`config.mk`:
```
export PLATFORM = sky130hd
export DESIGN_NAME = tlic_ctrl
export DESIGN_NICKNAME = d
export VERILOG_FILES = /design/src/shared/tlic_pkg.sv /design/src/rtl/tlic_ctrl.sv
export SDC_FILE = /design/constraint.sdc
export NUM_CORES = 1
export LEC_CHECK = 0
export CAP_MARGIN = 20
export CELL_PAD_IN_SITES_DETAIL_PLACEMENT = 0
export CELL_PAD_IN_SITES_GLOBAL_PLACEMENT = 2
export CORE_AREA = 4 4 99 101
export DETAILED_ROUTE_END_ITERATION = 10
export DIE_AREA = 0 0 103 105
export DONT_BUFFER_PORTS = 1
export PLACE_DENSITY = 0.87
export SLEW_MARGIN = 10
export SYNTH_ARGS = -nofsm -noshare
export SYNTH_HDL_FRONTEND = slang
export SYNTH_SLANG_ARGS = --single-unit
```
`constraint.sdc`:
```
create_clock -name clk_i -period 3.1 [get_ports clk_i]
set_input_delay 0.93 -clock clk_i [delete_from_list [all_inputs] [get_ports clk_i]]
set_output_delay 0.93 -clock clk_i [all_outputs]
set_load 0.01 [all_outputs]
```
`src/shared/tlic_pkg.sv`:
```
// constants shared by the two-level interrupt controller
package tlic_pkg;

    // ------------------------------------------------------------
    // sizes
    // ------------------------------------------------------------
    localparam int NSRC      = 12;
    localparam int SEL_W     = 4;
    localparam int VEC_W     = 16;
    localparam int REG_W     = 8;
    localparam int IDX_W     = 8;

    // ------------------------------------------------------------
    // register indices (byte address = 4 x index)
    // ------------------------------------------------------------
    localparam logic [IDX_W-1:0] IDX_PRIMARY_ENABLE   = 8'ha8;
    localparam logic [IDX_W-1:0] IDX_SECONDARY        = 8'ha9;
    localparam logic [IDX_W-1:0] IDX_PRIMARY_PRIORITY = 8'hb8;
    localparam logic [IDX_W-1:0] IDX_PENDING_LO       = 8'hc0;
    localparam logic [IDX_W-1:0] IDX_PENDING_HI       = 8'hc1;
    localparam logic [IDX_W-1:0] IDX_SERVICE_STATUS   = 8'hc2;

    // ------------------------------------------------------------
    // reset values and write masks
    // ------------------------------------------------------------
    localparam logic [REG_W-1:0] RST_PRIMARY_ENABLE   = 8'h00;
    localparam logic [REG_W-1:0] RST_SECONDARY        = 8'ha0;
    localparam logic [REG_W-1:0] RST_PRIMARY_PRIORITY = 8'h00;
    localparam logic [REG_W-1:0] MASK_SECONDARY       = 8'h77;
    localparam logic [REG_W-1:0] MASK_PRIMARY_PRIO    = 8'h7f;
    localparam logic [NSRC-1:0]  RST_PENDING          = 12'h000;

    // ------------------------------------------------------------
    // bit positions
    // ------------------------------------------------------------
    localparam int B_GLOBAL_EN   = 7;
    localparam int B_CONVERTER   = 6;
    localparam int B_TIMER2      = 5;
    localparam int B_UART        = 4;
    localparam int B_TIMER1      = 3;
    localparam int B_PIN1        = 2;
    localparam int B_TIMER0      = 1;
    localparam int B_PIN0        = 0;
    localparam int B2_TIC_PRIO   = 6;
    localparam int B2_PSM_PRIO   = 5;
    localparam int B2_SER_PRIO   = 4;
    localparam int B2_TIC_EN     = 2;
    localparam int B2_PSM_EN     = 1;
    localparam int B2_SER_EN     = 0;

    // ------------------------------------------------------------
    // source index = polling position, 0 polled first
    // ------------------------------------------------------------
    localparam int S_SUPPLY   = 0;
    localparam int S_WATCHDOG = 1;
    localparam int S_PIN0     = 2;
    localparam int S_CONV     = 3;
    localparam int S_TIMER0   = 4;
    localparam int S_PIN1     = 5;
    localparam int S_TIMER1   = 6;
    localparam int S_SERIF    = 7;
    localparam int S_UART_RX  = 8;
    localparam int S_UART_TX  = 9;
    localparam int S_TIMER2   = 10;
    localparam int S_INTERVAL = 11;

    // ------------------------------------------------------------
    // vector addresses
    // ------------------------------------------------------------
    localparam logic [VEC_W-1:0] VEC_PIN0     = 16'h0003;
    localparam logic [VEC_W-1:0] VEC_TIMER0   = 16'h000b;
    localparam logic [VEC_W-1:0] VEC_PIN1     = 16'h0013;
    localparam logic [VEC_W-1:0] VEC_TIMER1   = 16'h001b;
    localparam logic [VEC_W-1:0] VEC_UART     = 16'h0023;
    localparam logic [VEC_W-1:0] VEC_TIMER2   = 16'h002b;
    localparam logic [VEC_W-1:0] VEC_CONV     = 16'h0033;
    localparam logic [VEC_W-1:0] VEC_SERIF    = 16'h003b;
    localparam logic [VEC_W-1:0] VEC_SUPPLY   = 16'h0043;
    localparam logic [VEC_W-1:0] VEC_INTERVAL = 16'h0053;
    localparam logic [VEC_W-1:0] VEC_WATCHDOG = 16'h005b;

    // ------------------------------------------------------------
    // service level state, one-hot
    // ------------------------------------------------------------
    typedef enum logic [3:0] {
        SVC_NONE = 4'b0001,
        SVC_LOW  = 4'b0010,
        SVC_HIGH = 4'b0100,
        SVC_BOTH = 4'b1000
    } tlic_svc_t;

endpackage

```
`src/rtl/tlic_ctrl.sv`:
```
// two-level interrupt controller with wishbone register access
//
// Summary of operation
// - twelve request sources, each assigned high or low priority.
// - primary enable bit 7 is global gate for all maskable sources.
// - primary enable bits 6,5,4 enable converter, timer 2, uart.
// - primary enable bits 3..0 enable timer 1, pin 1, timer 0, pin 0.
// - primary priority bits 6,5,4 set converter, timer 2, uart level.
// - primary priority bits 3..0 set timer1, pin1, timer0, pin0; bit7 reserved.
// - secondary bits 6,5,4 set interval counter, supply monitor, serial level.
// - secondary bits 2,1,0 enable interval counter, supply monitor, serial.
// - secondary register resets to a0h.
// - high preempts low; same level never preempts; high served first.
// - equal-level requests resolved by fixed polling order.
// - accepted request supplies its own vector address to the core.
// - watchdog is always high and ignores the global gate.
`timescale 1ns/1ps

module tlic_ctrl
    import tlic_pkg::*;
(
    input  wire logic              clk_i,
    input  wire logic              rst_i,
    // wishbone slave
    input  wire logic              cyc_i,
    input  wire logic              stb_i,
    input  wire logic              we_i,
    input  wire logic [9:0]        adr_i,
    input  wire logic [3:0]        sel_i,
    input  wire logic [31:0]       dat_i,
    output logic      [31:0]       dat_o,
    output logic                   ack_o,
    // source events, one-cycle pulses
    input  wire logic [NSRC-1:0]   src_event_i,
    // processor core
    output logic                   irq_req_o,
    output logic      [VEC_W-1:0]  irq_vector_o,
    output logic                   irq_level_o,
    input  wire logic              irq_accept_i,
    input  wire logic              irq_return_i
);

    // ------------------------------------------------------------
    // state
    // ------------------------------------------------------------
    logic [REG_W-1:0] pen_q,  pen_d;
    logic [REG_W-1:0] sec_q,  sec_d;
    logic [REG_W-1:0] pri_q,  pri_d;
    logic [NSRC-1:0]  pend_q, pend_d;
    tlic_svc_t        svc_q,  svc_d;
    logic             req_q,  req_d;
    logic             lvl_q,  lvl_d;
    logic [SEL_W-1:0] sel_q,  sel_d;
    logic [VEC_W-1:0] vec_q,  vec_d;
    logic             ack_q,  ack_d;
    logic [31:0]      rdat_q, rdat_d;

    logic [NSRC-1:0]  en_vec;
    logic [NSRC-1:0]  hi_vec;
    logic [NSRC-1:0]  live;
    logic [NSRC-1:0]  live_hi;
    logic [NSRC-1:0]  live_lo;
    logic             any_hi;
    logic             any_lo;
    logic [SEL_W-1:0] win_hi;
    logic [SEL_W-1:0] win_lo;
    logic             gate;
    logic [IDX_W-1:0] idx;
    logic             wr_now;
    logic             accept;

    // ------------------------------------------------------------
    // vector lookup
    // ------------------------------------------------------------
    function automatic logic [VEC_W-1:0] vec_of(input logic [SEL_W-1:0] s);
        logic [VEC_W-1:0] v;
        v = VEC_PIN0;
        unique case (int'(s))
            S_SUPPLY:   v = VEC_SUPPLY;
            S_WATCHDOG: v = VEC_WATCHDOG;
            S_PIN0:     v = VEC_PIN0;
            S_CONV:     v = VEC_CONV;
            S_TIMER0:   v = VEC_TIMER0;
            S_PIN1:     v = VEC_PIN1;
            S_TIMER1:   v = VEC_TIMER1;
            S_SERIF:    v = VEC_SERIF;
            S_UART_RX:  v = VEC_UART;
            S_UART_TX:  v = VEC_UART;
            S_TIMER2:   v = VEC_TIMER2;
            S_INTERVAL: v = VEC_INTERVAL;
            default:    v = VEC_PIN0;
        endcase
        return v;
    endfunction

    // ------------------------------------------------------------
    // per-source enable and level
    // ------------------------------------------------------------
    always_comb
    begin
        en_vec = '0;
        hi_vec = '0;
        en_vec[S_CONV]     = pen_q[B_CONVERTER];
        en_vec[S_TIMER2]   = pen_q[B_TIMER2];
        en_vec[S_UART_RX]  = pen_q[B_UART];
        en_vec[S_UART_TX]  = pen_q[B_UART];
        en_vec[S_TIMER1]   = pen_q[B_TIMER1];
        en_vec[S_PIN1]     = pen_q[B_PIN1];
        en_vec[S_TIMER0]   = pen_q[B_TIMER0];
        en_vec[S_PIN0]     = pen_q[B_PIN0];
        en_vec[S_INTERVAL] = sec_q[B2_TIC_EN];
        en_vec[S_SUPPLY]   = sec_q[B2_PSM_EN];
        en_vec[S_SERIF]    = sec_q[B2_SER_EN];
        // the watchdog only raises an event when configured for it
        en_vec[S_WATCHDOG] = 1'b1;
        hi_vec[S_CONV]     = pri_q[B_CONVERTER];
        hi_vec[S_TIMER2]   = pri_q[B_TIMER2];
        hi_vec[S_UART_RX]  = pri_q[B_UART];
        hi_vec[S_UART_TX]  = pri_q[B_UART];
        hi_vec[S_TIMER1]   = pri_q[B_TIMER1];
        hi_vec[S_PIN1]     = pri_q[B_PIN1];
        hi_vec[S_TIMER0]   = pri_q[B_TIMER0];
        hi_vec[S_PIN0]     = pri_q[B_PIN0];
        hi_vec[S_INTERVAL] = sec_q[B2_TIC_PRIO];
        hi_vec[S_SUPPLY]   = sec_q[B2_PSM_PRIO];
        hi_vec[S_SERIF]    = sec_q[B2_SER_PRIO];
        hi_vec[S_WATCHDOG] = 1'b1;
    end

    // ------------------------------------------------------------
    // arbitration
    // ------------------------------------------------------------
    assign gate = pen_q[B_GLOBAL_EN];

    always_comb
    begin
        live = pend_q & en_vec & {NSRC{gate}};
        live[S_WATCHDOG] = pend_q[S_WATCHDOG];
        live_hi = live & hi_vec;
        live_lo = live & ~hi_vec;
        any_hi  = |live_hi;
        any_lo  = |live_lo;
        win_hi  = '0;
        win_lo  = '0;
        // downward scan so the lowest index, polled first, wins
        for (int i = NSRC - 1; i >= 0; i--)
        begin
            if (live_hi[i])
            begin
                win_hi = SEL_W'(i);
            end
            if (live_lo[i])
            begin
                win_lo = SEL_W'(i);
            end
        end
    end

    assign accept = req_q & irq_accept_i;

    // offer is re-evaluated every cycle so a later high request replaces a low one
    always_comb
    begin
        req_d = 1'b0;
        lvl_d = 1'b0;
        sel_d = '0;
        unique case (svc_q)
            SVC_NONE:
            begin
                if (any_hi)
                begin
                    req_d = 1'b1;
                    lvl_d = 1'b1;
                    sel_d = win_hi;
                end
                else if (any_lo)
                begin
                    req_d = 1'b1;
                    sel_d = win_lo;
                end
            end
            SVC_LOW:
            begin
                // a low routine is only broken into by a high request
                req_d = any_hi;
                lvl_d = any_hi;
                sel_d = win_hi;
            end
            SVC_HIGH, SVC_BOTH:
            begin
                req_d = 1'b0;
            end
        endcase
        // withdraw for one cycle after an accept so the same source is not offered twice
        if (accept)
        begin
            req_d = 1'b0;
        end
        vec_d = vec_of(sel_d);
    end

    // ------------------------------------------------------------
    // service level tracking
    // ------------------------------------------------------------
    always_comb
    begin
        svc_d = svc_q;
        if (accept)
        begin
            unique case (svc_q)
                SVC_NONE: svc_d = lvl_q ? SVC_HIGH : SVC_LOW;
                SVC_LOW:  svc_d = SVC_BOTH;
                SVC_HIGH: svc_d = SVC_HIGH;
                SVC_BOTH: svc_d = SVC_BOTH;
            endcase
        end
        else if (irq_return_i)
        begin
            unique case (svc_q)
                SVC_NONE: svc_d = SVC_NONE;
                SVC_LOW:  svc_d = SVC_NONE;
                SVC_HIGH: svc_d = SVC_NONE;
                SVC_BOTH: svc_d = SVC_LOW;
            endcase
        end
    end

    // ------------------------------------------------------------
    // register bus
    // ------------------------------------------------------------
    assign idx    = adr_i[9:2];
    assign ack_d  = cyc_i & stb_i & ~ack_q;
    // writes land on the edge that samples ack
    assign wr_now = cyc_i & stb_i & we_i & ack_q & sel_i[0];

    always_comb
    begin
        pen_d  = pen_q;
        sec_d  = sec_q;
        pri_d  = pri_q;
        rdat_d = '0;
        if (wr_now)
        begin
            unique case (idx)
                IDX_PRIMARY_ENABLE:   pen_d = dat_i[REG_W-1:0];
                // reserved bits are dropped on write; secondary bit 7 still reads one from its a0h reset value until written
                IDX_SECONDARY:        sec_d = dat_i[REG_W-1:0] & MASK_SECONDARY;
                IDX_PRIMARY_PRIORITY: pri_d = dat_i[REG_W-1:0] & MASK_PRIMARY_PRIO;
                default:              pen_d = pen_q;
            endcase
        end
        if (ack_d)
        begin
            unique case (idx)
                IDX_PRIMARY_ENABLE:   rdat_d[REG_W-1:0] = pen_q;
                IDX_SECONDARY:        rdat_d[REG_W-1:0] = sec_q;
                IDX_PRIMARY_PRIORITY: rdat_d[REG_W-1:0] = pri_q;
                IDX_PENDING_LO:       rdat_d[REG_W-1:0] = pend_q[REG_W-1:0];
                IDX_PENDING_HI:       rdat_d[NSRC-REG_W-1:0] = pend_q[NSRC-1:REG_W];
                IDX_SERVICE_STATUS:   rdat_d[3:0] = svc_q;
                default:              rdat_d = '0;
            endcase
        end
    end

    // ------------------------------------------------------------
    // pending flags
    // ------------------------------------------------------------
    always_comb
    begin
        pend_d = pend_q;
        // acceptance clears the served flag
        if (accept)
        begin
            pend_d[sel_q] = 1'b0;
        end
        // software clears by writing ones
        if (cyc_i & stb_i & we_i & ack_q)
        begin
            if (idx == IDX_PENDING_LO && sel_i[0])
            begin
                pend_d[REG_W-1:0] = pend_d[REG_W-1:0] & ~dat_i[REG_W-1:0];
            end
            if (idx == IDX_PENDING_HI && sel_i[0])
            begin
                pend_d[NSRC-1:REG_W] = pend_d[NSRC-1:REG_W] & ~dat_i[NSRC-REG_W-1:0];
            end
        end
        // an event in the clearing cycle is kept
        pend_d = pend_d | src_event_i;
    end

    // ------------------------------------------------------------
    // registers
    // ------------------------------------------------------------
    always_ff @(posedge clk_i)
    begin
        if (rst_i)
        begin
            pen_q  <= RST_PRIMARY_ENABLE;
            sec_q  <= RST_SECONDARY;
            pri_q  <= RST_PRIMARY_PRIORITY;
            pend_q <= RST_PENDING;
            svc_q  <= SVC_NONE;
            req_q  <= 1'b0;
            lvl_q  <= 1'b0;
            sel_q  <= '0;
            vec_q  <= '0;
            ack_q  <= 1'b0;
            rdat_q <= '0;
        end
        else
        begin
            pen_q  <= pen_d;
            sec_q  <= sec_d;
            pri_q  <= pri_d;
            pend_q <= pend_d;
            svc_q  <= svc_d;
            req_q  <= req_d;
            lvl_q  <= lvl_d;
            sel_q  <= sel_d;
            vec_q  <= vec_d;
            ack_q  <= ack_d;
            rdat_q <= rdat_d;
        end
    end

    assign ack_o        = ack_q;
    assign dat_o        = rdat_q;
    assign irq_req_o    = req_q;
    assign irq_level_o  = lvl_q;
    assign irq_vector_o = vec_q;

endmodule

```
==> qor.yml, run 1 <==
grt_pass1_vias: 2722
drcViolationCount: 0
min_from: "sec_q[7]$_SDFFE_PP1P_"
crit_path_end_kind: "register"
hold_depth: 2
hpwl_um: 6860
fin_crit_ns: 2.45
initial_core_util_pct: 37.9
finalNetCount: 461
rr_startpoint: "pen_q[7]$_SDFFE_PP0P_"
crit_required_ns: 3.37
tightestPinTransition_ns: 0.532
die_x_um: 103
synth.distinct_cells: 60
tns_ns: 0
final_cell_mix: "nor2_1, dfxtp_1, nand2_1"
cts.repair.resized: 0
ys_ff_latch: 58
clock_sinks: 58
synth_edf_count: 0
ys.flop_type: "dfxtp_1"
clock_latency_ns: 0.34
reg2reg_slack_ns: 0.65
ctsHoldBuffers: 0
synthArstFlopShare_pct: 0
hold_viol_final: 0
ys_seq_area_share_pct: 34.0
start_kind: "register"
clkTransAtPathRegs_ns: 0.07
ios: 116
grt_usage_pct: 17.6
drv_slew: 0
placed_cells: 496
postSynthAreaPerCell_um2: 8.46
viasPerCell: 5.55
p_per_area_nw_per_um2: 453
grt_overflow_total: 0
irDropWorstVdd_uv: 172
wl_um: 9270
skew_ns: 0.00556
max_slew_margin_pct: 64.2
gp_congestion: 0.855
diodes: 0
period_share_pct: 79.2
area_delta_synth_final_pct: 3.26
final_cells: 512
n_fill_cell: 956
power_uw: 1600
finalCoreUtilization_pct: 39.1
grt_pass1_wl_um: 14700
synth_top_area_share_pct: 34.0
synth_area_leaders: "dfxtp_1, buf_4, mux2i_1"
drive_gt1_share_pct: 9.48
r2r-end: "irq_vector_o[3]$_SDFF_PP0_"
drv_cap: 0
cp_max_fo: 16
post-cts-setup-buffer-count: 0
rsz0062_at_grt: "false"
cts_buffer_depth: 2
fp.dieArea_um2: 10800
syn_area_um2: 3420
yosysTopAreaCell: "dfxtp_1"
vias: 2842
dr.pass1.iters: 6
hold_end: "sec_q[7]$_SDFFE_PP1P_"
yosysWarnings: 0
p_leak_uw: 0.00153
portBuffers: 0
ant_nets: 0
r2r_cells: 9
cts_made_buffers: 9
synth_cells: 404
post_drt_wl_per_cell_um: 18.1
clock.fmax_mhz: 407
cp.arrival_ns: 2.73
status: "finished clean"
setup_viol: 0
crit_type: "register to register"
antenna_found_initial: 0
grt_start_max_net_pins: 48
min_path_type: "register to register"
whs_ns: 0.459
htree_levels: 3
rows: 35
die_y_um: 105
cts_tree: "yes"
cts_root_buf: "clkbuf_8"
final_common_cell: "nor2_1"
drtIter0Drc: 231
coreArea_um2: 9020
worst max path at each step:
| stage | endpoint | start | cells after the start |
|---|---|---|---|
| floorplan | pen_q[7]$_SDFFE_PP0P_ | adr_i[4] | 7 |
| CTS | irq_vector_o[3]$_SDFF_PP0_ | pen_q[7]$_SDFFE_PP0P_ | 9 |
| detailed placement | pen_q[3]$_SDFFE_PP0P_ | adr_i[4] | 6 |
| global placement | pen_q[0]$_SDFFE_PP0P_ | adr_i[4] | 6 |
| finish | irq_vector_o[3]$_SDFF_PP0_ | pen_q[7]$_SDFFE_PP0P_ | 9 |
| global route | irq_vector_o[3]$_SDFF_PP0_ | pen_q[7]$_SDFFE_PP0P_ | 9 |
final cells by class:
| type | instances | area (um2) | share of cell area [%] |
|---|---|---|---|
| Multi-Input combinational cell | 318 | 1980 | 56.2 |
| Sequential cell | 58 | 1160 | 32.9 |
| Clock buffer | 12 | 155 | 4.40 |
| Tap cell | 111 | 139 | 3.94 |
| Clock inverter | 4 | 50.0 | 1.42 |
| Inverter | 7 | 26.3 | 0.745 |
| Timing Repair Buffer | 2 | 15.0 | 0.426 |
sequential cells by signal (all words and copies together) (netlist names), 4 cells and up:
| signal | cells |
|---|---|
| dat_o | 8 |
| irq_vector_o | 5 |
| pen_q | 8 |
| pend_q | 12 |
| pri_q | 7 |
| sec_q | 7 |
| sel_q | 4 |
| svc_q | 4 |
worst max-delay path: stages (launching register included):
cell      delay (ns)
dfxtp_1         0.64
buf_4           0.32
and4b_1         0.26
nand2b_1        0.18
nor4_2          0.07
nand3b_1        0.19
o32a_2          0.27
nand2b_1        0.16
a21o_1          0.18
a21oi_1         0.12
per-layer routing:
metal / global-route usage [%] / part of all wire [%]
met2: 25.2 / 43
met1: 23.9 / 44
met3: 6.74 / 11
met4: 6.48 / 1.9
met5: 0 / 0
metrics by stage:
| stage | setup slack (ns) | instance area (um2) |
|---|---|---|
| 3_5_place_dp | 0.347 | 3320 |
| 2_1_floorplan | 0.694 | 3540 |
| 5_1_grt | 0.486 | 3530 |
| 4_1_cts | 0.683 | 3530 |
| 6_report | 0.646 | 3530 |
| 3_3_place_gp | 0.369 | 3320 |
cells by family (layout without fill, tap and decap cells):
group           after synthesis  in the layout  synth area share [%]
compound gates               79             79                  15.0
xor+xnor                      2              2                 0.513
buf+inv                      61             25                  11.6
flops                        58             58                  34.0
mux                          29             29                  8.68
other cells                   1             34                 0.110
simple gates                174            174                  30.1
synthesized netlist by cell type (2+ instances only):
| master | number |
|---|---|
| nor2_1 | 64 |
| dfxtp_1 | 58 |
| buf_4 | 35 |
| nand2_1 | 35 |
| mux2i_1 | 24 |
| a21oi_1 | 22 |
| o21ai_0 | 18 |
| clkbuf_1 | 11 |
| a31oi_1 | 9 |
| nand2b_1 | 8 |
| inv_1 | 7 |
| nand3_1 | 7 |
| nand4_1 | 7 |
| a222oi_1 | 6 |
| nand4b_1 | 6 |
| and3_1 | 5 |
| buf_2 | 5 |
| mux2_2 | 5 |
| nand3b_1 | 5 |
| and4b_1 | 4 |
| nand4_4 | 4 |
| o31ai_1 | 4 |
| a21o_1 | 3 |
| and2_1 | 3 |
| nor2b_1 | 3 |
| nor3_1 | 3 |
| a21boi_0 | 2 |
| a22oi_1 | 2 |
| a32oi_1 | 2 |
| buf_6 | 2 |
| nand4_2 | 2 |
| nor3_2 | 2 |
| nor3b_1 | 2 |
| o211ai_1 | 2 |
| xnor2_1 | 2 |
where the power goes:
| group | internal [uW] | switching [uW] |
|---|---|---|
| clock | 414 | 315 |
| combinational | 29.0 | 50.2 |
| sequential | 762 | 28.7 |
| total | 1200 | 394 |
Note: power is estimated with default switching activity, not from simulation.
==> run 2: changes to the inputs <==
CORE_AREA = 4 4 109 111   (was 4 4 99 101)
DIE_AREA = 0 0 113 115   (was 0 0 103 105)
PLACE_DENSITY = 0.76   (was 0.87)
clock period = 2.1 ns   (was 3.1 ns; I/O delays follow)
==> qor.yml, run 2 (synthesized netlist as in run 1, its figures left out) <==
start_kind: "register"
drv_cap: 0
power_frac_seq_pct: 50.0
skew_ns: 0.00629
viasPerCell: 5.21
grt_overflow_total: 0
die_x_um: 113
cts_tree: "yes"
clock.fmax_mhz: 475
largest_reg_flops: 12
htree_levels: 3
post_drt_wl_per_cell_um: 17.6
ctsHoldBuffers: 0
cp.arrival_ns: 2.33
hold_viol_final: 0
final_cell_mix: "nor2_1, dfxtp_1, buf_4"
cp_max_fo: 12
rows: 38
p_sw_uw: 561
clkTransAtPathRegs_ns: 0.07
grt_start_max_net_pins: 48
antenna_found_initial: 0
preCtsSetupSlack_ns: 0.0203
gp_congestion: 0.884
final_common_cell: "nor2_1"
crit_path_end_kind: "register"
vias: 3008
regMostFlops: "pend_q"
p_int_uw: 1770
layout_setup_ws_ns: -0.00446
drv_slew: 0
switching_share_pct: 24.0
finalNetCount: 499
finalCoreUtilization_pct: 36.2
drtIter0Drc: 252
drcViolationCount: 0
rsz0062_at_grt: "true"
clock_latency_ns: 0.33
drive_gt1_share_pct: 18.8
clkPwrFrac_pct: 44.3
coreArea_um2: 10800
ant_nets: 0
hpwl_um: 7650
area_delta_synth_final_pct: 14.5
cts_root_buf: "clkbuf_8"
dr.pass1.iters: 5
portBuffers: 0
cts_buffer_depth: 2
fin_crit_ns: 2.10
p_leak_uw: 0.00173
setup_viol: 1
fp.dieArea_um2: 13000
wl_um: 10100
irDropWorstVdd_uv: 377
p_per_area_nw_per_um2: 597
grt_usage_pct: 15.5
grt_pass1_wl_um: 15600
initial_core_util_pct: 31.7
die_y_um: 115
crit_required_ns: 2.33
violations: "negative setup slack"
min_path_type: "primary input to register"
clock_sinks: 58
period_share_pct: 100
status: "finished with violations"
pwr-share-comb_pct: 5.7
crit_type: "register to register"
ios: 116
cts_made_buffers: 9
grt_pass1_vias: 2813
diodes: 0
-- run 2: cell type report --
cell class | instances | area [um2]
Sequential cell | 58 | 1160
Fill cell | 1130 | 6880
Clock buffer | 11 | 151
Timing Repair Buffer | 40 | 343
Clock inverter | 3 | 40.0
Multi-Input combinational cell | 318 | 2010
Inverter | 7 | 26.3
Tap cell | 140 | 175
-- run 2: worst max-delay path, stage by stage (launching register included) --
cell and delay [ns]:
dfxtp_4 0.35, buf_12 0.14, buf_4 0.14, nand4b_2 0.11, nand4_2 0.18, nor4_4 0.32
nand3b_1 0.16, nand3b_1 0.20, nand2_1 0.12, a31oi_1 0.20, a21oi_1 0.08
-- run 2: layer usage --
metal  up-vias  wire, um  GRT usage [%]
met4         0       163           5.37
met3        14       874           4.11
met5         -         0              0
li1       1442         -              -
met2       139      4500           23.9
met1      1413      4610           21.0
-- run 2: power groups by stage --
| stage | Combinational (uW) | Sequential, uW | Clock, uW |
|---|---|---|---|
| 3_3_place_gp | 129 | 1190 | 0 |
| 6_report | 133 | 1170 | 1030 |
| 5_1_grt | 150 | 1170 | 1100 |
| 4_1_cts | 131 | 1170 | 1060 |
| 2_1_floorplan | 168 | 1170 | 0 |
| 3_5_place_dp | 130 | 1190 | 0 |
-- run 2: final timing paths --
check	cells after the start	to	from	slack, ns
min	1	pen_q[7]$_SDFFE_PP0P_	rst_i	0.38
max reg2reg	10	irq_vector_o[3]$_SDFF_PP0_	pen_q[7]$_SDFFE_PP0P_	-0.004
min reg2reg	2	sec_q[7]$_SDFFE_PP1P_	sec_q[7]$_SDFFE_PP1P_	0.46
max	10	irq_vector_o[3]$_SDFF_PP0_	pen_q[7]$_SDFFE_PP0P_	-0.004
-- run 2: metrics by stage --
stage	area (um2)	power [uW]	hold WS [ns]	cells	TNS, ns
final	3910	2330	0.376	577	-0.00446
after global routing	3910	2420	0.349	577	-0.305
after CTS	3820	2360	0.351	571	0
after detailed placement	3630	1320	0.449	557	0
after global placement	3630	1320	0.435	557	0
after floorplan	3540	1340	0.422	437	0
-- run 2: repair_timing --
item                                    CTS  global route
hold endpoints to repair                  0             0
resized for setup                         0             8
setup buffers                             0             5
endpoints found under the setup margin    0             4
==> run 3: changes to the inputs <==
GPL_TIMING_DRIVEN = 0   (was not set)
==> qor.yml, run 3 (synthesized netlist as in run 1, its figures left out) <==
cts_tree: "yes"
p_per_area_nw_per_um2: 553
startpoint: "pen_q[7]$_SDFFE_PP0P_"
rr_startpoint: "pen_q[7]$_SDFFE_PP0P_"
gp_congestion: 0.858
initial_core_util_pct: 31.7
critPathCapture: "irq_vector_o[3]$_SDFF_PP0_"
grtUsageMet3_pct: 4.89
grt_overflow_total: 0
wl_um: 10600
ant_nets: 0
fp.dieArea_um2: 13000
p_leak_uw: 0.00184
irDropWorstVdd_uv: 328
clkTransAtPathRegs_ns: 0.07
switching_share_pct: 27.2
cp.arrival_ns: 2.34
cts_buffer_depth: 2
pwr-share-comb_pct: 9.0
largest_reg_flops: 12
clkPwrFrac_pct: 39.2
htree_levels: 3
rsz0062_at_grt: "true"
finalNetCount: 529
final_cell_mix: "nor2_1, dfxtp_1, buf_4"
die_y_um: 115
drcViolationCount: 0
grt_pass1_wl_um: 16200
vias: 3063
final_area_um2: 4070
ctsHoldBuffers: 0
cts_made_buffers: 9
cp_max_fo: 10
portBuffers: 0
grt_usage_pct: 16.3
violations: "negative setup slack"
antenna_found_initial: 0
max_slew_margin_pct: 59.0
die_x_um: 113
cp_slowest_cell: "dfxtp_2"
final_common_cell: "nor2_1"
grtUsageMet1_pct: 21.6
crit_path_frequent_cell: "nand3b_1"
hold_viol_final: 0
dr.pass1.iters: 5
fin_crit_ns: 2.12
drv_cap: 0
hpwl_um: 8030
start_kind: "register"
skew_ns: 0.0110
area_delta_synth_final_pct: 19.2
p_int_uw: 1640
post_drt_wl_per_cell_um: 17.4
dpl-instance-area_um2: 3720
r2r-end: "irq_vector_o[3]$_SDFF_PP0_"
drive_gt1_share_pct: 22.6
clock.fmax_mhz: 471
coreArea_um2: 10800
viasPerCell: 5.03
tightestPinTransition_ns: 0.616
min_path_type: "primary input to register"
grt.busiest_layer: "met2"
use_met2_pct: 24.9
n_fill_cell: 1146
drtIter0Drc: 204
cts_root_buf: "clkbuf_8"
clock_sinks: 58
grt_pass1_vias: 2913
clock_latency_ns: 0.36
rows: 38
diodes: 0
power_frac_seq_pct: 51.9
grt_start_max_net_pins: 11
reg2reg_slack_ns: -0.02
max_stage_delay_ns: 0.34
layout_setup_ws_ns: -0.0242
setup_viol: 2
crit_type: "register to register"
crit_required_ns: 2.32
ios: 116
preCtsSetupSlack_ns: -0.389
drv_slew: 0
status: "finished with violations"
r2r_cells: 10
crit_path_end_kind: "register"
p_sw_uw: 613
crit_chain: "buf_6, buf_12, nand4b_1, nand4_2, nor4_2, nand3b_1, nand3b_1, nand2_1, a31oi_1, a21oi_2"
period_share_pct: 101
regMostFlops: "pend_q"
[run 3: stage by stage]
| step | hold WS [ns] | TNS, ns | util, % | total power [uW] | instances |
|---|---|---|---|---|---|
| floorplan | 0.422 | 0 | - | 1340 | 437 |
| finish | 0.382 | -0.0377 | 37.7 | 2250 | 609 |
| global placement | 0.444 | -7.33 | 34.5 | 1380 | 577 |
| detailed placement | 0.452 | -7.96 | 34.5 | 1390 | 577 |
| CTS | 0.372 | -0.00392 | 36.3 | 2280 | 596 |
| global route | 0.385 | -0.355 | 37.7 | 2350 | 609 |
[run 3: how the worst min path moves through the flow]
| stage | endpoint | cells after the start | from | slack [ns] |
|---|---|---|---|---|
| floorplan | sec_q[7]$_SDFFE_PP1P_ | 2 | sec_q[7]$_SDFFE_PP1P_ | 0.42 |
| global placement | sec_q[7]$_SDFFE_PP1P_ | 2 | sec_q[7]$_SDFFE_PP1P_ | 0.44 |
| detailed placement | sec_q[7]$_SDFFE_PP1P_ | 2 | sec_q[7]$_SDFFE_PP1P_ | 0.45 |
| CTS | pend_q[5]$_SDFF_PP0_ | 2 | src_event_i[5] | 0.37 |
| global route | pend_q[8]$_SDFF_PP0_ | 2 | src_event_i[8] | 0.39 |
| finish | pend_q[5]$_SDFF_PP0_ | 2 | src_event_i[5] | 0.38 |
[run 3: per-layer routing]
metal  wire length, um  up-vias
li1                  -     1504
met1              4860     1420
met2              4670      127
met3               878       12
met4               168        0
met5                 0        -
[run 3: what timing repair did]
| item | CTS | global route |
|---|---|---|
| setup buffers | 3 | 11 |
| pin swaps | 3 | 15 |
| cloned | 0 | 2 |
| gates resized for setup | 2 | 12 |
| endpoints found under the setup margin | 3 | 18 |
[run 3: area by class of cell]
type | count | area [um2] | area share [%]
flip-flops and latches | 58 | 1160 | 28.5
multi-input cells | 318 | 2030 | 50.0
well taps | 140 | 175 | 4.30
plain buffers | 54 | 375 | 9.22
clock buffers | 11 | 131 | 3.23
clock inverters | 5 | 31.3 | 0.768
inverters | 7 | 26.3 | 0.645
repair buffers | 16 | 135 | 3.32
[run 3: power by group through the flow]
stage | combinational [uW] | sequential (uW) | clock, uW
after floorplan | 168 | 1170 | 0
after global placement | 195 | 1190 | 0
after detailed placement | 195 | 1190 | 0
after CTS | 198 | 1170 | 911
after global routing | 225 | 1170 | 952
final | 202 | 1170 | 882
[run 3: critical path, delay by kind of cell, from the launching register on]
kind | cells | cell delay (ns)
buf+inv | 2 | 0.29
flops | 1 | 0.34
compound gates | 2 | 0.27
simple gates | 6 | 1.07
